[src/hw/scc_pkg.sv]
// Constants, register map and carrier types for the system control coprocessor.
// Assumes one core clock, synchronous active-low reset and an AXI4-Lite master.
// Contract
// RULE1: Register 4 user word, readable via index 29
// RULE2: Register 7 masks user hardware register reads
// RULE3: Address exception captures faulting address, register 8
// RULE4: Every exception records its cause code, register 13
// RULE5: Ordinary exception saves return pc, register 14
// RULE6: Debug exception saves return pc, register 24
// RULE7: Error exception saves pc in register 30
// RULE8: Register 31 plain debug scratch, no side effects
// RULE9: Register 27 logs most recent parity error
// RULE10: Register 26 enables parity checking
// RULE11: Register 25 two counters with event controls
// RULE12: Wait instruction enters sleep or idle power-down
// RULE13: Fully static logic, survives stopped clock
// RULE14: Idle logic holds registers without toggling; the cycle tally here keeps counting while idle_req is set
// RULE15: Debug exception enters debug mode
// RULE16: Debug return instruction leaves debug mode
// RULE17: Serial test access port moves debug data
// RULE18: Cycle tally, match raises timer interrupt
// RULE19: Reserved registers read zero, ignore writes
package scc_pkg;
  localparam logic [4:0] REG_USER_SCRATCH  = 5'h04;
  localparam logic [4:0] REG_HW_READ_MASK  = 5'h07;
  localparam logic [4:0] REG_FAULT_ADDR    = 5'h08;
  localparam logic [4:0] REG_CYCLE_TALLY   = 5'h09;
  localparam logic [4:0] REG_TIMER_MATCH   = 5'h0b;
  localparam logic [4:0] REG_STATUS_CTL    = 5'h0c;
  localparam logic [4:0] REG_EXC_REASON    = 5'h0d;
  localparam logic [4:0] REG_EXC_RET_PC    = 5'h0e;
  localparam logic [4:0] REG_PROC_IDENTITY = 5'h0f;
  localparam logic [4:0] REG_CORE_CONFIG   = 5'h10;
  localparam logic [4:0] REG_DEBUG_CTL     = 5'h17;
  localparam logic [4:0] REG_DEBUG_RET_PC  = 5'h18;
  localparam logic [4:0] REG_PERF          = 5'h19;
  localparam logic [4:0] REG_PARITY_CTL    = 5'h1a;
  localparam logic [4:0] REG_PARITY_LOG    = 5'h1b;
  localparam logic [4:0] REG_ERR_RET_PC    = 5'h1e;
  localparam logic [4:0] REG_DEBUG_SCRATCH = 5'h1f;
  // Extra windows beside register 25 for both counter tallies and the second counter's controls
  localparam logic [4:0] REG_PERF_TALLY0   = 5'h1c;
  localparam logic [4:0] REG_PERF_CTL1     = 5'h1d;
  localparam logic [4:0] REG_PERF_TALLY1   = 5'h14;
  localparam logic [4:0] REG_IRQ_STATUS    = 5'h00;
  localparam logic [4:0] REG_IRQ_CLEAR     = 5'h01;
  localparam logic [4:0] REG_IRQ_ENABLE    = 5'h02;
  localparam logic [4:0] REG_HW_READ_REQ   = 5'h03;
  localparam logic [4:0] HWR_USER_INDEX    = 5'h1d;
  localparam int         PARITY_EN_BIT     = 31;
  localparam int         STATUS_USER_BIT   = 4;
  localparam int         STATUS_SLEEP_BIT  = 0;
  localparam int         PERF_EN_BIT       = 4;
  localparam int         DEBUG_MODE_BIT    = 30;
  localparam int         IRQ_TIMER         = 0;
  localparam int         IRQ_PARITY        = 1;
  localparam int         IRQ_PERF0         = 2;
  localparam int         IRQ_PERF1         = 3;
  localparam int         IRQ_EXC           = 4;
  localparam int         IRQ_DEBUG         = 5;
  localparam int         IRQ_N             = 6;
  localparam logic [31:0] CONFIG_RESET     = 32'ha4012582;
  localparam logic [1:0] RESP_OKAY         = 2'h0;
  localparam logic [1:0] RESP_SLVERR       = 2'h2;
  localparam logic [3:0] TAP_IR_IDCODE     = 4'h1;
  localparam logic [3:0] TAP_IR_DATA       = 4'h8;
  localparam logic [3:0] TAP_IR_BYPASS     = 4'hf;

  typedef enum logic [3:0] {
    TAP_IDLE  = 4'h1,
    TAP_SHDR  = 4'h2,
    TAP_SHIR  = 4'h4,
    TAP_UPD   = 4'h8
  } scc_tap_state_t;

  typedef struct packed {
    logic        valid;
    logic        addr_err;
    logic        error_class;
    logic        debug;
    logic [4:0]  code;
    logic [31:0] pc;
    logic [31:0] addr;
  } scc_exc_t;

  typedef struct packed {
    logic        valid;
    logic [31:0] info;
  } scc_parity_t;

  typedef struct packed {
    logic [31:0] q;
    logic        done;
  } scc_rsp_t;
endpackage : scc_pkg

[src/hw/scc_core.sv]
// System control coprocessor: privileged registers, timer, debug mode, TAP.
// Assumes the pipeline presents exception and instruction strobes on aclk.
//
// Local design decision: register access over AXI4-Lite.
`timescale 1ns/1ps
module scc_core
  import scc_pkg::*;
#(
  parameter int         PERF_W     = 32,
  parameter logic [31:0] IDENTITY  = 32'h00c0ffee  // Arbitrary value
) (
  input  wire logic        aclk,
  input  wire logic        aresetn,
  input  wire logic [7:0]  s_axi_awaddr,
  input  wire logic        s_axi_awvalid,
  output logic             s_axi_awready,
  input  wire logic [31:0] s_axi_wdata,
  input  wire logic [3:0]  s_axi_wstrb,
  input  wire logic        s_axi_wvalid,
  output logic             s_axi_wready,
  output logic [1:0]       s_axi_bresp,
  output logic             s_axi_bvalid,
  input  wire logic        s_axi_bready,
  input  wire logic [7:0]  s_axi_araddr,
  input  wire logic        s_axi_arvalid,
  output logic             s_axi_arready,
  output logic [31:0]      s_axi_rdata,
  output logic [1:0]       s_axi_rresp,
  output logic             s_axi_rvalid,
  input  wire logic        s_axi_rready,
  input  wire scc_exc_t    exc_in,
  input  wire scc_parity_t parity_in,
  input  wire logic        debug_return_instr,
  input  wire logic        wait_instr,
  input  wire logic        wake,
  input  wire logic [1:0]  perf_events,
  input  wire logic        tck,
  input  wire logic        tms,
  input  wire logic        tdi,
  output logic             tdo,
  output logic             debug_mode,
  output logic             sleep_req,
  output logic             idle_req,
  output logic             parity_en,
  output logic             irq
);
  typedef struct packed {
    logic              aw_got, w_got, bvalid, rvalid;
    logic [4:0]        aw_idx;
    logic [31:0]       wdata;
    logic [31:0]       rdata;
    logic [1:0]        bresp, rresp;
    logic [31:0]       user_w, hw_mask, fault_a, tally, match, status, reason;
    logic [31:0]       exc_pc, dbg_ctl, dbg_pc, parity_ctl, parity_log, err_pc, dsave;
    logic [31:0]       hw_rd_req;
    logic [1:0][31:0]  perf_ctl;
    logic [1:0][PERF_W-1:0] perf_cnt;
    logic [IRQ_N-1:0]  irq_st, irq_en;
    logic              debug, sleep, idle, irq;
    logic [2:0]        tck_s, tms_s, tdi_s;
    scc_tap_state_t    tap;
    logic [3:0]        ir;
    logic [31:0]       dr;
    logic              tdo;
    logic              awrdy, wrdy, arrdy, dr_scan;
  } scc_state_t;

  scc_state_t q, d;
  logic [4:0]       ar_idx, wr_idx;
  logic [31:0]      rd_val;
  logic             rd_ok, wr_ok, wr_fire, tck_rise, tck_fall, user_ok;
  logic [IRQ_N-1:0] ev;

  // Read mux; reserved numbers read as zero
  always_comb begin
    ar_idx = s_axi_araddr[6:2];
    rd_ok  = 1'b1;
    rd_val = 32'h0;
    case (ar_idx)
      REG_USER_SCRATCH:  rd_val = q.user_w;
      REG_HW_READ_MASK:  rd_val = q.hw_mask;
      REG_FAULT_ADDR:    rd_val = q.fault_a;
      REG_CYCLE_TALLY:   rd_val = q.tally;
      REG_TIMER_MATCH:   rd_val = q.match;
      REG_STATUS_CTL:    rd_val = q.status;
      REG_EXC_REASON:    rd_val = q.reason;
      REG_EXC_RET_PC:    rd_val = q.exc_pc;
      REG_PROC_IDENTITY: rd_val = IDENTITY;
      REG_CORE_CONFIG:   rd_val = CONFIG_RESET;
      REG_DEBUG_CTL:     rd_val = {q.dbg_ctl[31], q.debug, q.dbg_ctl[29:0]};
      REG_DEBUG_RET_PC:  rd_val = q.dbg_pc;
      REG_PERF:          rd_val = q.perf_ctl[0];                // see RULE11
      REG_PERF_TALLY0:   rd_val = 32'(q.perf_cnt[0]);
      REG_PERF_CTL1:     rd_val = q.perf_ctl[1];
      REG_PERF_TALLY1:   rd_val = 32'(q.perf_cnt[1]);
      REG_PARITY_CTL:    rd_val = q.parity_ctl;
      REG_PARITY_LOG:    rd_val = q.parity_log;                 // see RULE9
      REG_ERR_RET_PC:    rd_val = q.err_pc;
      REG_DEBUG_SCRATCH: rd_val = q.dsave;                      // see RULE8
      REG_IRQ_STATUS:    rd_val = 32'(q.irq_st);
      REG_IRQ_ENABLE:    rd_val = 32'(q.irq_en);
      // User-visible hardware register read, gated by the mask
      REG_HW_READ_REQ:   rd_val = user_ok ? q.user_w : 32'h0;   // see RULE1
      default:           rd_ok = 1'b0;                          // see RULE19
    endcase
  end

  // Index 29 passes in user mode only when its mask bit is set
  assign user_ok = (q.hw_rd_req[4:0] == HWR_USER_INDEX) &&
                   (!q.status[STATUS_USER_BIT] || q.hw_mask[HWR_USER_INDEX]); // see RULE2

  always_comb begin
    d = q;
    wr_idx  = q.aw_idx;
    ev      = '0;
    // Write address and data taken in either order
    if (s_axi_awvalid && !q.aw_got && !q.bvalid) begin
      d.aw_got = 1'b1;
      d.aw_idx = s_axi_awaddr[6:2];
      wr_idx   = s_axi_awaddr[6:2];
    end
    if (s_axi_wvalid && !q.w_got && !q.bvalid) begin
      d.w_got = 1'b1;
      d.wdata = s_axi_wdata;
    end
    wr_fire = d.aw_got && d.w_got && !q.bvalid;
    wr_ok   = 1'b1;
    if (q.bvalid && s_axi_bready) d.bvalid = 1'b0;
    if (q.rvalid && s_axi_rready) d.rvalid = 1'b0;
    if (s_axi_arvalid && !q.rvalid) begin
      d.rvalid = 1'b1;
      d.rdata  = rd_val;
      d.rresp  = rd_ok ? RESP_OKAY : RESP_SLVERR;
    end

    // Timer advances every cycle; counters only on their enabled events
    d.tally = q.tally + 32'h1;                                  // see RULE18
    if (q.tally == q.match) ev[IRQ_TIMER] = 1'b1;               // see RULE18
    for (int i = 0; i < 2; i++) begin
      if (q.perf_ctl[i][PERF_EN_BIT] && perf_events[i]) begin
        d.perf_cnt[i] = q.perf_cnt[i] + PERF_W'(1);
        if (&q.perf_cnt[i]) ev[IRQ_PERF0 + i] = 1'b1;
      end
    end

    if (wr_fire) begin
      d.aw_got = 1'b0;
      d.w_got  = 1'b0;
      d.bvalid = 1'b1;
      case (wr_idx)
        REG_USER_SCRATCH:  d.user_w = d.wdata;                  // see RULE1
        REG_HW_READ_MASK:  d.hw_mask = d.wdata;                 // see RULE2
        REG_CYCLE_TALLY:   d.tally = d.wdata;
        REG_TIMER_MATCH: begin
          d.match = d.wdata;
          d.irq_st[IRQ_TIMER] = 1'b0;                           // see RULE18
        end
        REG_STATUS_CTL:    d.status = d.wdata;
        REG_EXC_REASON:    d.reason = d.wdata;
        REG_EXC_RET_PC:    d.exc_pc = d.wdata;
        REG_DEBUG_CTL:     d.dbg_ctl = d.wdata;
        REG_DEBUG_RET_PC:  d.dbg_pc = d.wdata;
        REG_PERF:          d.perf_ctl[0] = d.wdata;             // see RULE11
        REG_PERF_TALLY0:   d.perf_cnt[0] = d.wdata[PERF_W-1:0];
        REG_PERF_CTL1:     d.perf_ctl[1] = d.wdata;
        REG_PERF_TALLY1:   d.perf_cnt[1] = d.wdata[PERF_W-1:0];
        REG_PARITY_CTL:    d.parity_ctl = d.wdata;              // see RULE10
        REG_ERR_RET_PC:    d.err_pc = d.wdata;
        REG_DEBUG_SCRATCH: d.dsave = d.wdata;                   // see RULE8
        REG_IRQ_CLEAR:     d.irq_st = q.irq_st & ~d.wdata[IRQ_N-1:0];
        REG_IRQ_ENABLE:    d.irq_en = d.wdata[IRQ_N-1:0];
        REG_HW_READ_REQ:   d.hw_rd_req = d.wdata;
        default:           wr_ok = 1'b0;                        // see RULE19
      endcase
      d.bresp = wr_ok ? RESP_OKAY : RESP_SLVERR;
    end

    // Exception capture
    if (exc_in.valid) begin
      ev[IRQ_EXC] = 1'b1;
      d.reason = {q.reason[31:7], exc_in.code, 2'b00};          // see RULE4
      if (exc_in.addr_err) d.fault_a = exc_in.addr;             // see RULE3
      if (exc_in.debug) begin
        d.dbg_pc = exc_in.pc;                                   // see RULE6
        d.debug = 1'b1;                                         // see RULE15
        ev[IRQ_DEBUG] = 1'b1;
      end else if (exc_in.error_class) begin
        d.err_pc = exc_in.pc;                                   // see RULE7
      end else begin
        d.exc_pc = exc_in.pc;                                   // see RULE5
      end
    end else if (debug_return_instr) begin
      d.debug = 1'b0;                                           // see RULE16
    end

    // Parity log only while checking is enabled
    if (parity_in.valid && q.parity_ctl[PARITY_EN_BIT]) begin
      d.parity_log = parity_in.info;                            // see RULE9
      ev[IRQ_PARITY] = 1'b1;
    end

    // Power-down: registers simply hold while stopped, see RULE13 and RULE14
    if (wait_instr) begin                                       // see RULE12
      d.sleep = q.status[STATUS_SLEEP_BIT];
      d.idle  = !q.status[STATUS_SLEEP_BIT];
    end else if (wake || exc_in.valid) begin
      d.sleep = 1'b0;
      d.idle  = 1'b0;
    end

    // Set wins over clear
    d.irq_st = d.irq_st | ev;
    d.irq    = |(d.irq_st & d.irq_en);

    // Ready flags kept in flops for the bus outputs
    d.awrdy = !d.aw_got && !d.bvalid;
    d.wrdy  = !d.w_got && !d.bvalid;
    d.arrdy = !d.rvalid;

    // Test access port, sampled on aclk
    d.tck_s = {q.tck_s[1:0], tck};
    d.tms_s = {q.tms_s[1:0], tms};
    d.tdi_s = {q.tdi_s[1:0], tdi};
    tck_rise = q.tck_s[1] && !q.tck_s[2];
    tck_fall = !q.tck_s[1] && q.tck_s[2];
    if (tck_rise) begin                                         // see RULE17
      case (q.tap)
        TAP_IDLE: begin
          if (q.tms_s[1]) d.tap = TAP_SHDR;
          d.dr_scan = 1'b0;
          case (q.ir)
            TAP_IR_IDCODE: d.dr = IDENTITY;
            TAP_IR_DATA:   d.dr = q.dsave;
            default:       d.dr = 32'h0;
          endcase
        end
        TAP_SHDR: begin
          if (q.tms_s[1]) d.tap = TAP_SHIR;
          else if (q.ir == TAP_IR_BYPASS) d.dr = {31'h0, q.tdi_s[1]};
          else d.dr = {q.tdi_s[1], q.dr[31:1]};
          if (!q.tms_s[1]) d.dr_scan = 1'b1;
        end
        TAP_SHIR: begin
          if (q.tms_s[1]) d.tap = TAP_UPD;
          else d.ir = {q.tdi_s[1], q.ir[3:1]};
          if (!q.tms_s[1]) d.dr_scan = 1'b0;
        end
        TAP_UPD: begin
          d.tap = TAP_IDLE;
          // Only a data scan may load the scratch word
          if (q.ir == TAP_IR_DATA && q.dr_scan) d.dsave = q.dr;
        end
        default: d.tap = TAP_IDLE;
      endcase
    end
    if (tck_fall) d.tdo = q.dr[0];
  end

  always_ff @(posedge aclk) begin
    if (!aresetn) begin
      q          <= '0;
      q.tap      <= TAP_IDLE;
      q.ir       <= TAP_IR_BYPASS;
      q.bresp    <= RESP_OKAY;
      q.rresp    <= RESP_OKAY;
      q.awrdy    <= 1'b1;
      q.wrdy     <= 1'b1;
      q.arrdy    <= 1'b1;
    end else begin
      q <= d;
    end
  end

  assign s_axi_awready = q.awrdy;
  assign s_axi_wready  = q.wrdy;
  assign s_axi_bvalid  = q.bvalid;
  assign s_axi_bresp   = q.bresp;
  assign s_axi_arready = q.arrdy;
  assign s_axi_rvalid  = q.rvalid;
  assign s_axi_rdata   = q.rdata;
  assign s_axi_rresp   = q.rresp;
  assign tdo           = q.tdo;
  assign debug_mode    = q.debug;
  assign sleep_req     = q.sleep;
  assign idle_req      = q.idle;
  assign parity_en     = q.parity_ctl[PARITY_EN_BIT];
  assign irq           = q.irq;
endmodule : scc_core

[config.mk]
export PLATFORM = sky130hd
export DESIGN_NAME = scc_core
export DESIGN_NICKNAME = d
export VERILOG_FILES = /design/src/hw/scc_pkg.sv /design/src/hw/scc_core.sv
export SDC_FILE = /design/constraint.sdc
export NUM_CORES = 2
export LEC_CHECK = 0
export BUFFER_PORTS_ARGS = -buffer_cell sky130_fd_sc_hd__buf_2
export CORE_MARGIN = 2
export CORE_UTILIZATION = 50
export DETAILED_ROUTE_END_ITERATION = 8
export PLACE_DENSITY = 0.68
export RECOVER_POWER = 100
export SYNTH_ARGS = -nofsm -noshare
export SYNTH_HDL_FRONTEND = slang
export SYNTH_SLANG_ARGS = --single-unit
[constraint.sdc]
create_clock -name aclk -period 4.7 [get_ports aclk]
set_clock_uncertainty 0.15 [all_clocks]
set_input_delay 0.235 -clock aclk [delete_from_list [all_inputs] [get_ports aclk]]
set_output_delay 0.235 -clock aclk [all_outputs]
set_load 0.05 [all_outputs]
; After elaboration in Yosys (flattened, before gate mapping)
; Index checks and enable logic that the tools add are counted.
[totals]
input_bits = 173
regBits = 753
wordCells = 248
out_inout_bits = 47
[op_classes]
eq_ne = 56
n_addsub = 3
n_bitwise = 7
reduce_logical = 63
n_mux = 72
[ops]
columns = op, n
row1 = 32-bit two-way mux, 31
row2 = 32-bit one-hot mux with 23 select lines, 1
row3 = 256-bit two-way mux, 1
row4 = 236-bit two-way mux, 1
row5 = 32-bit one-hot mux with 2 select lines, 2
row6 = "5-bit equality test, second input constant", 21
row7 = "32-bit by 1-bit adder with 32-bit output, second input constant", 3
row8 = 32-bit AND reduction, 2
row9 = "5-bit by 4-bit equality test with 1-bit output, second input constant", 12
row10 = 39-bit two-way mux, 1
row11 = 32-bit equality test, 1
row12 = 2-bit AND reduction, 13
row13 = 23-bit OR reduction, 1
row14 = "5-bit by 2-bit equality test with 1-bit output, second input constant", 4
row15 = "5-bit by 3-bit equality test with 1-bit output, second input constant", 4
row16 = 1-bit two-way mux, 20
row17 = 19-bit OR reduction, 1
row18 = 1-bit logical AND, 18
row19 = 6-bit bitwise AND, 2
row20 = "4-bit equality test, second input constant", 3
row21 = 1-bit zero test, 12
row22 = 4-bit two-way mux, 3
row23 = "2-bit != test, second input constant", 6
row24 = 4-bit one-hot mux with 3 select lines, 1
row25 = other kinds (21), 37

; Depth between registers and ports, before layout
[logic_depth]
ltp_word = 11
mapped_depth = 10

; Least setup slack after synthesis
; Ideal clock, no wire load.
[synth_timing]
path_kind = register -> register
start = register q, in the netlist s_axi_bvalid
end = register q[121] in the netlist's numbering
slack_ps = 1797
arrival_ps = 2667
path_stages_with_launch = 10
setup_time_ps = 86
period_less_slack_ps = 2903
t_required_ps = 4464
path_cell_list = dfxtp_1 nor3b_4 buf_6 mux2i_2 nand2_1 nor3_1 buf_2 buf_2 nor2_1 a211oi_1
[synth_between]
elab_chain_cells = 6
[synth_lines]
columns = element, line_no
row1 = from (decl), scc_core.sv:68  ; scc_state_t q, d;
row2 = 1-bit zero test *, "scc_core.sv:117, scc_core.sv:122, scc_core.sv:126"
row3 = "1-bit logical AND, on equally long branches", "scc_core.sv:117, scc_core.sv:122"
row4 = 5-bit two-way mux (tied with other cells), --
row5 = 5-bit equality test or 1-bit logical AND (tied branches), "scc_core.sv:150, scc_core.sv:126"
row6 = 32-bit two-way mux or 1-bit logical AND (tied branches), "scc_core.sv:150, scc_core.sv:126"
row7 = 236-bit two-way mux *, scc_core.sv:146  ; if (wr_fire) begin
; Mark *: on every way between the ends. The rest lies on a longest branch, timed or not.
; A chain may end at the register's enable or synchronous reset.

; Worst setup path after layout
[layout_timing]
start = input port s_axi_araddr[6]
end = register q, in the netlist s_axi_rdata[8]
[layout_between]
elab_chain_cells = 2
[layout_lines]
columns = element, line_no
row1 = from (decl), scc_core.sv:24  ; input wire logic [7:0] s_axi_araddr,
row2 = 5-bit by 2-bit equality test with 1-bit output (tied with other cells), scc_core.sv:79  ; case (ar_idx)
row3 = 32-bit one-hot mux with 23 select lines *, scc_core.sv:79
; Marks and branches as above.

==> flow_metrics.tcl <==
set metrics [dict create \
    num_rows 95 \
    port-buffer-count 207 \
    max_clock_freq_mhz 236 \
    grt_pass1_vias 31000 \
    min_period_ns 4.24 \
    synth.avg_cell_area_um2 8.30 \
    wl_per_cell_um 27.1 \
    synth_cell_types 80 \
    clockBufferDepth 3 \
    yosysWarnings 0 \
    clk_pin_slew_ns 0.06 \
    drt_iter0_drc 4808 \
    final_max_slew_viol_count 646 \
    hold_class "in2reg" \
    viasPerCell 6.57 \
    total_power_uw 13900 \
    async_flop_share_pct 0 \
    rsz0062_at_grt "false" \
    dpl.hpwl_mm 86.6 \
    grt_pass1_wl_mm 202 \
    max-slew-margin-rel_pct -108 \
    layout-drive-gt1-share_pct 11.3 \
    fin_nets 4362 \
    ys_ff_latch 723 \
    insertion_delay_ns 0.65 \
    violations "capacitance limit, slew limit" \
    htreeDepth 3 \
    r2r_start "q[754]" \
    setup_viol 0 \
    ir_worst_vdd_v 0.000309 \
    path_class "in2reg" \
    synth.area.top_cells "dfxtp_1 (43%), a211oi_1 (9.3%), nor2_1 (5.2%)" \
    numCtsBuffers 80 \
    worst_pin_slew_ns 3.12 \
    fin_hold_ws_ns 0.0346 \
    synthCells 4060 \
    antenna_left 0 \
    hp-start "s_axi_wdata[7]" \
    grt_usage_pct 38.7 \
    cap_viol_max_count 14 \
    gp_congestion 0.955 \
    postPlaceCellArea_mm2 0.0353 \
    synth_top_area_share_pct 42.9 \
    hold_viol 0 \
    min_period_over_period_pct 90.2 \
    final_util_pct 58.4 \
    required_ns 5.09 \
    fillers 6123 \
    syn_area_mm2 0.0337 \
    cp_max_fo 18 \
    crit_path_start_kind "input port" \
    synth-edff-count 0 \
    reg2regPathDepth 9 \
    r2r_slack_ns 0.72 \
    drt_pre_antenna_iters 6 \
    worstSetupEndpointType "register" \
    initial_core_util_pct 50.4 \
    tritoncts "built" \
    final_cell_mix "dfxtp_1 (723), nor2_1 (463), a211oi_1 (418), nand2_1 (363), a21oi_1 (341)" \
    post_cts_buffers 0 \
    die_h_um 264 \
    die_w_um 264 \
    vias 33700 \
    hold_end "q[557]" \
    grt_remaining_overflow 0 \
    largest_reg_flops 672 \
    ios 220 \
    fin_tns_setup_ns 0 \
    grt_max_degree 126 \
    layout_commonest_cell "dfxtp_1" \
    drc 0 \
    status "finished with violations" \
    synthFlopType "dfxtp_1" \
    wl_mm 139 \
    power_density_mw_per_mm2 357 \
    p_leak_uw 0.0135 \
    cts.sinks 723 \
    cts_root_buf "clkbuf_16" \
    die-area_mm2 0.0695 \
    yosysTopAreaCell "dfxtp_1" \
    regMostFlops "q" \
    grt_antenna_before_repair 6 \
    arrival_ns 4.63 \
    core_mm2 0.0669 \
    holdPathStages 4 \
    final_area_mm2 0.0391 \
    ys_seq_area_share_pct 42.9 \
    r2r_end "q[246]" \
    synthToLayoutAreaGrowth_pct 15.9 \
]
-- worst max-delay path, cell delays in order --
cell	delay (ns)
buf_2	0.41
and3_1	0.92
and2_0	1.65
clkbuf_1	0.62
a22oi_1	0.19
and3_1	0.23
a31o_2	0.23
a21oi_1	0.11
-- cell type report --
cell class / instances / area [µm²] / area share (%)
antenna: 4 / 10.0 / 0.0256
sequential: 723 / 14500 / 37.0
timing repair buffer: 482 / 3440 / 8.80
clock inverter: 26 / 191 / 0.490
tap: 873 / 1090 / 2.80
inverter: 27 / 109 / 0.279
clock buffer: 116 / 2340 / 5.99
multi-input combinational: 2872 / 17400 / 44.6
-- per-stage QoR --
stage	cells	setup slack, ns
after floorplan	4061	1.80
after global placement	4824	1.44
after detailed placement	4824	1.35
after CTS	5119	1.30
after global routing	5119	0.606
final	5123	0.461
-- cells by family (layout without fill, tap and decap cells) --
family | count (synthesis) | in the layout | share of synthesized area [%]
DFF | 723 | 723 | 42.9
muxes | 67 | 67 | 2.08
adders and majority gates | 3 | 3 | 0.111
AOI/OAI and AO/OA | 1195 | 1195 | 24.8
buffers and inverters | 466 | 651 | 5.85
xor gates and xnor gates | 126 | 126 | 3.27
other | 1 | 6 | 0.0111
and+or+nand+nor | 1479 | 1479 | 21.0
-- worst max path at each step --
stage                    startpoint        endpoint  slack [ns]  cells after the start
CTS                          q[754]          q[123]        1.30                      8
detailed placement           q[754]          q[115]        1.35                      8
floorplan              s_axi_bvalid          q[121]        1.80                      9
finish              s_axi_araddr[6]  s_axi_rdata[8]        0.46                      8
global route                 q[754]          q[282]        0.61                      8
global placement             q[112]          q[131]        1.44                      6
-- layer usage --
layer,vias up,wire (µm),global-route usage (%)
li1,15000,-,-
met1,16000,53700,50.9
met2,2220,59400,58.5
met3,455,17700,9.40
met4,8,7870,20.8
met5,-,55,0
-- report_power, final --
| group | internal [µW] | leakage (µW) | switching [µW] |
|---|---|---|---|
| Clock | 3510 | 0.00125 | 2640 |
| Sequential | 6260 | 0.00585 | 99.1 |
| Combinational | 428 | 0.00644 | 1000 |
| Total | 10200 | 0.0135 | 3740 |
-- Yosys cell counts, types with 15 or more instances --
master and instances:
a21oi_1 341, a22o_1 62, nor2b_1 16, a211oi_1 418, nand4_1 74, nand2_1 363, xnor2_1 46, dfxtp_1 723
o211ai_1 44, and3_1 92, a211o_1 37, nand3_1 212, buf_2 55, o21ai_0 17, xor2_1 80, and4_1 19
buf_4 39, a31o_2 25, nor3_1 59, nor2_1 469, and2_1 64, mux2i_1 51, inv_1 26, a221oi_1 25
a22oi_1 89, o21a_1 54, nor4_1 42, clkbuf_1 329, buf_1 15
-- what timing repair did --
item,CTS,global route
resized for setup,0,0
hold endpoints to repair,241,0
hold buffers,153,0
Power figures use the tool's default switching activity.
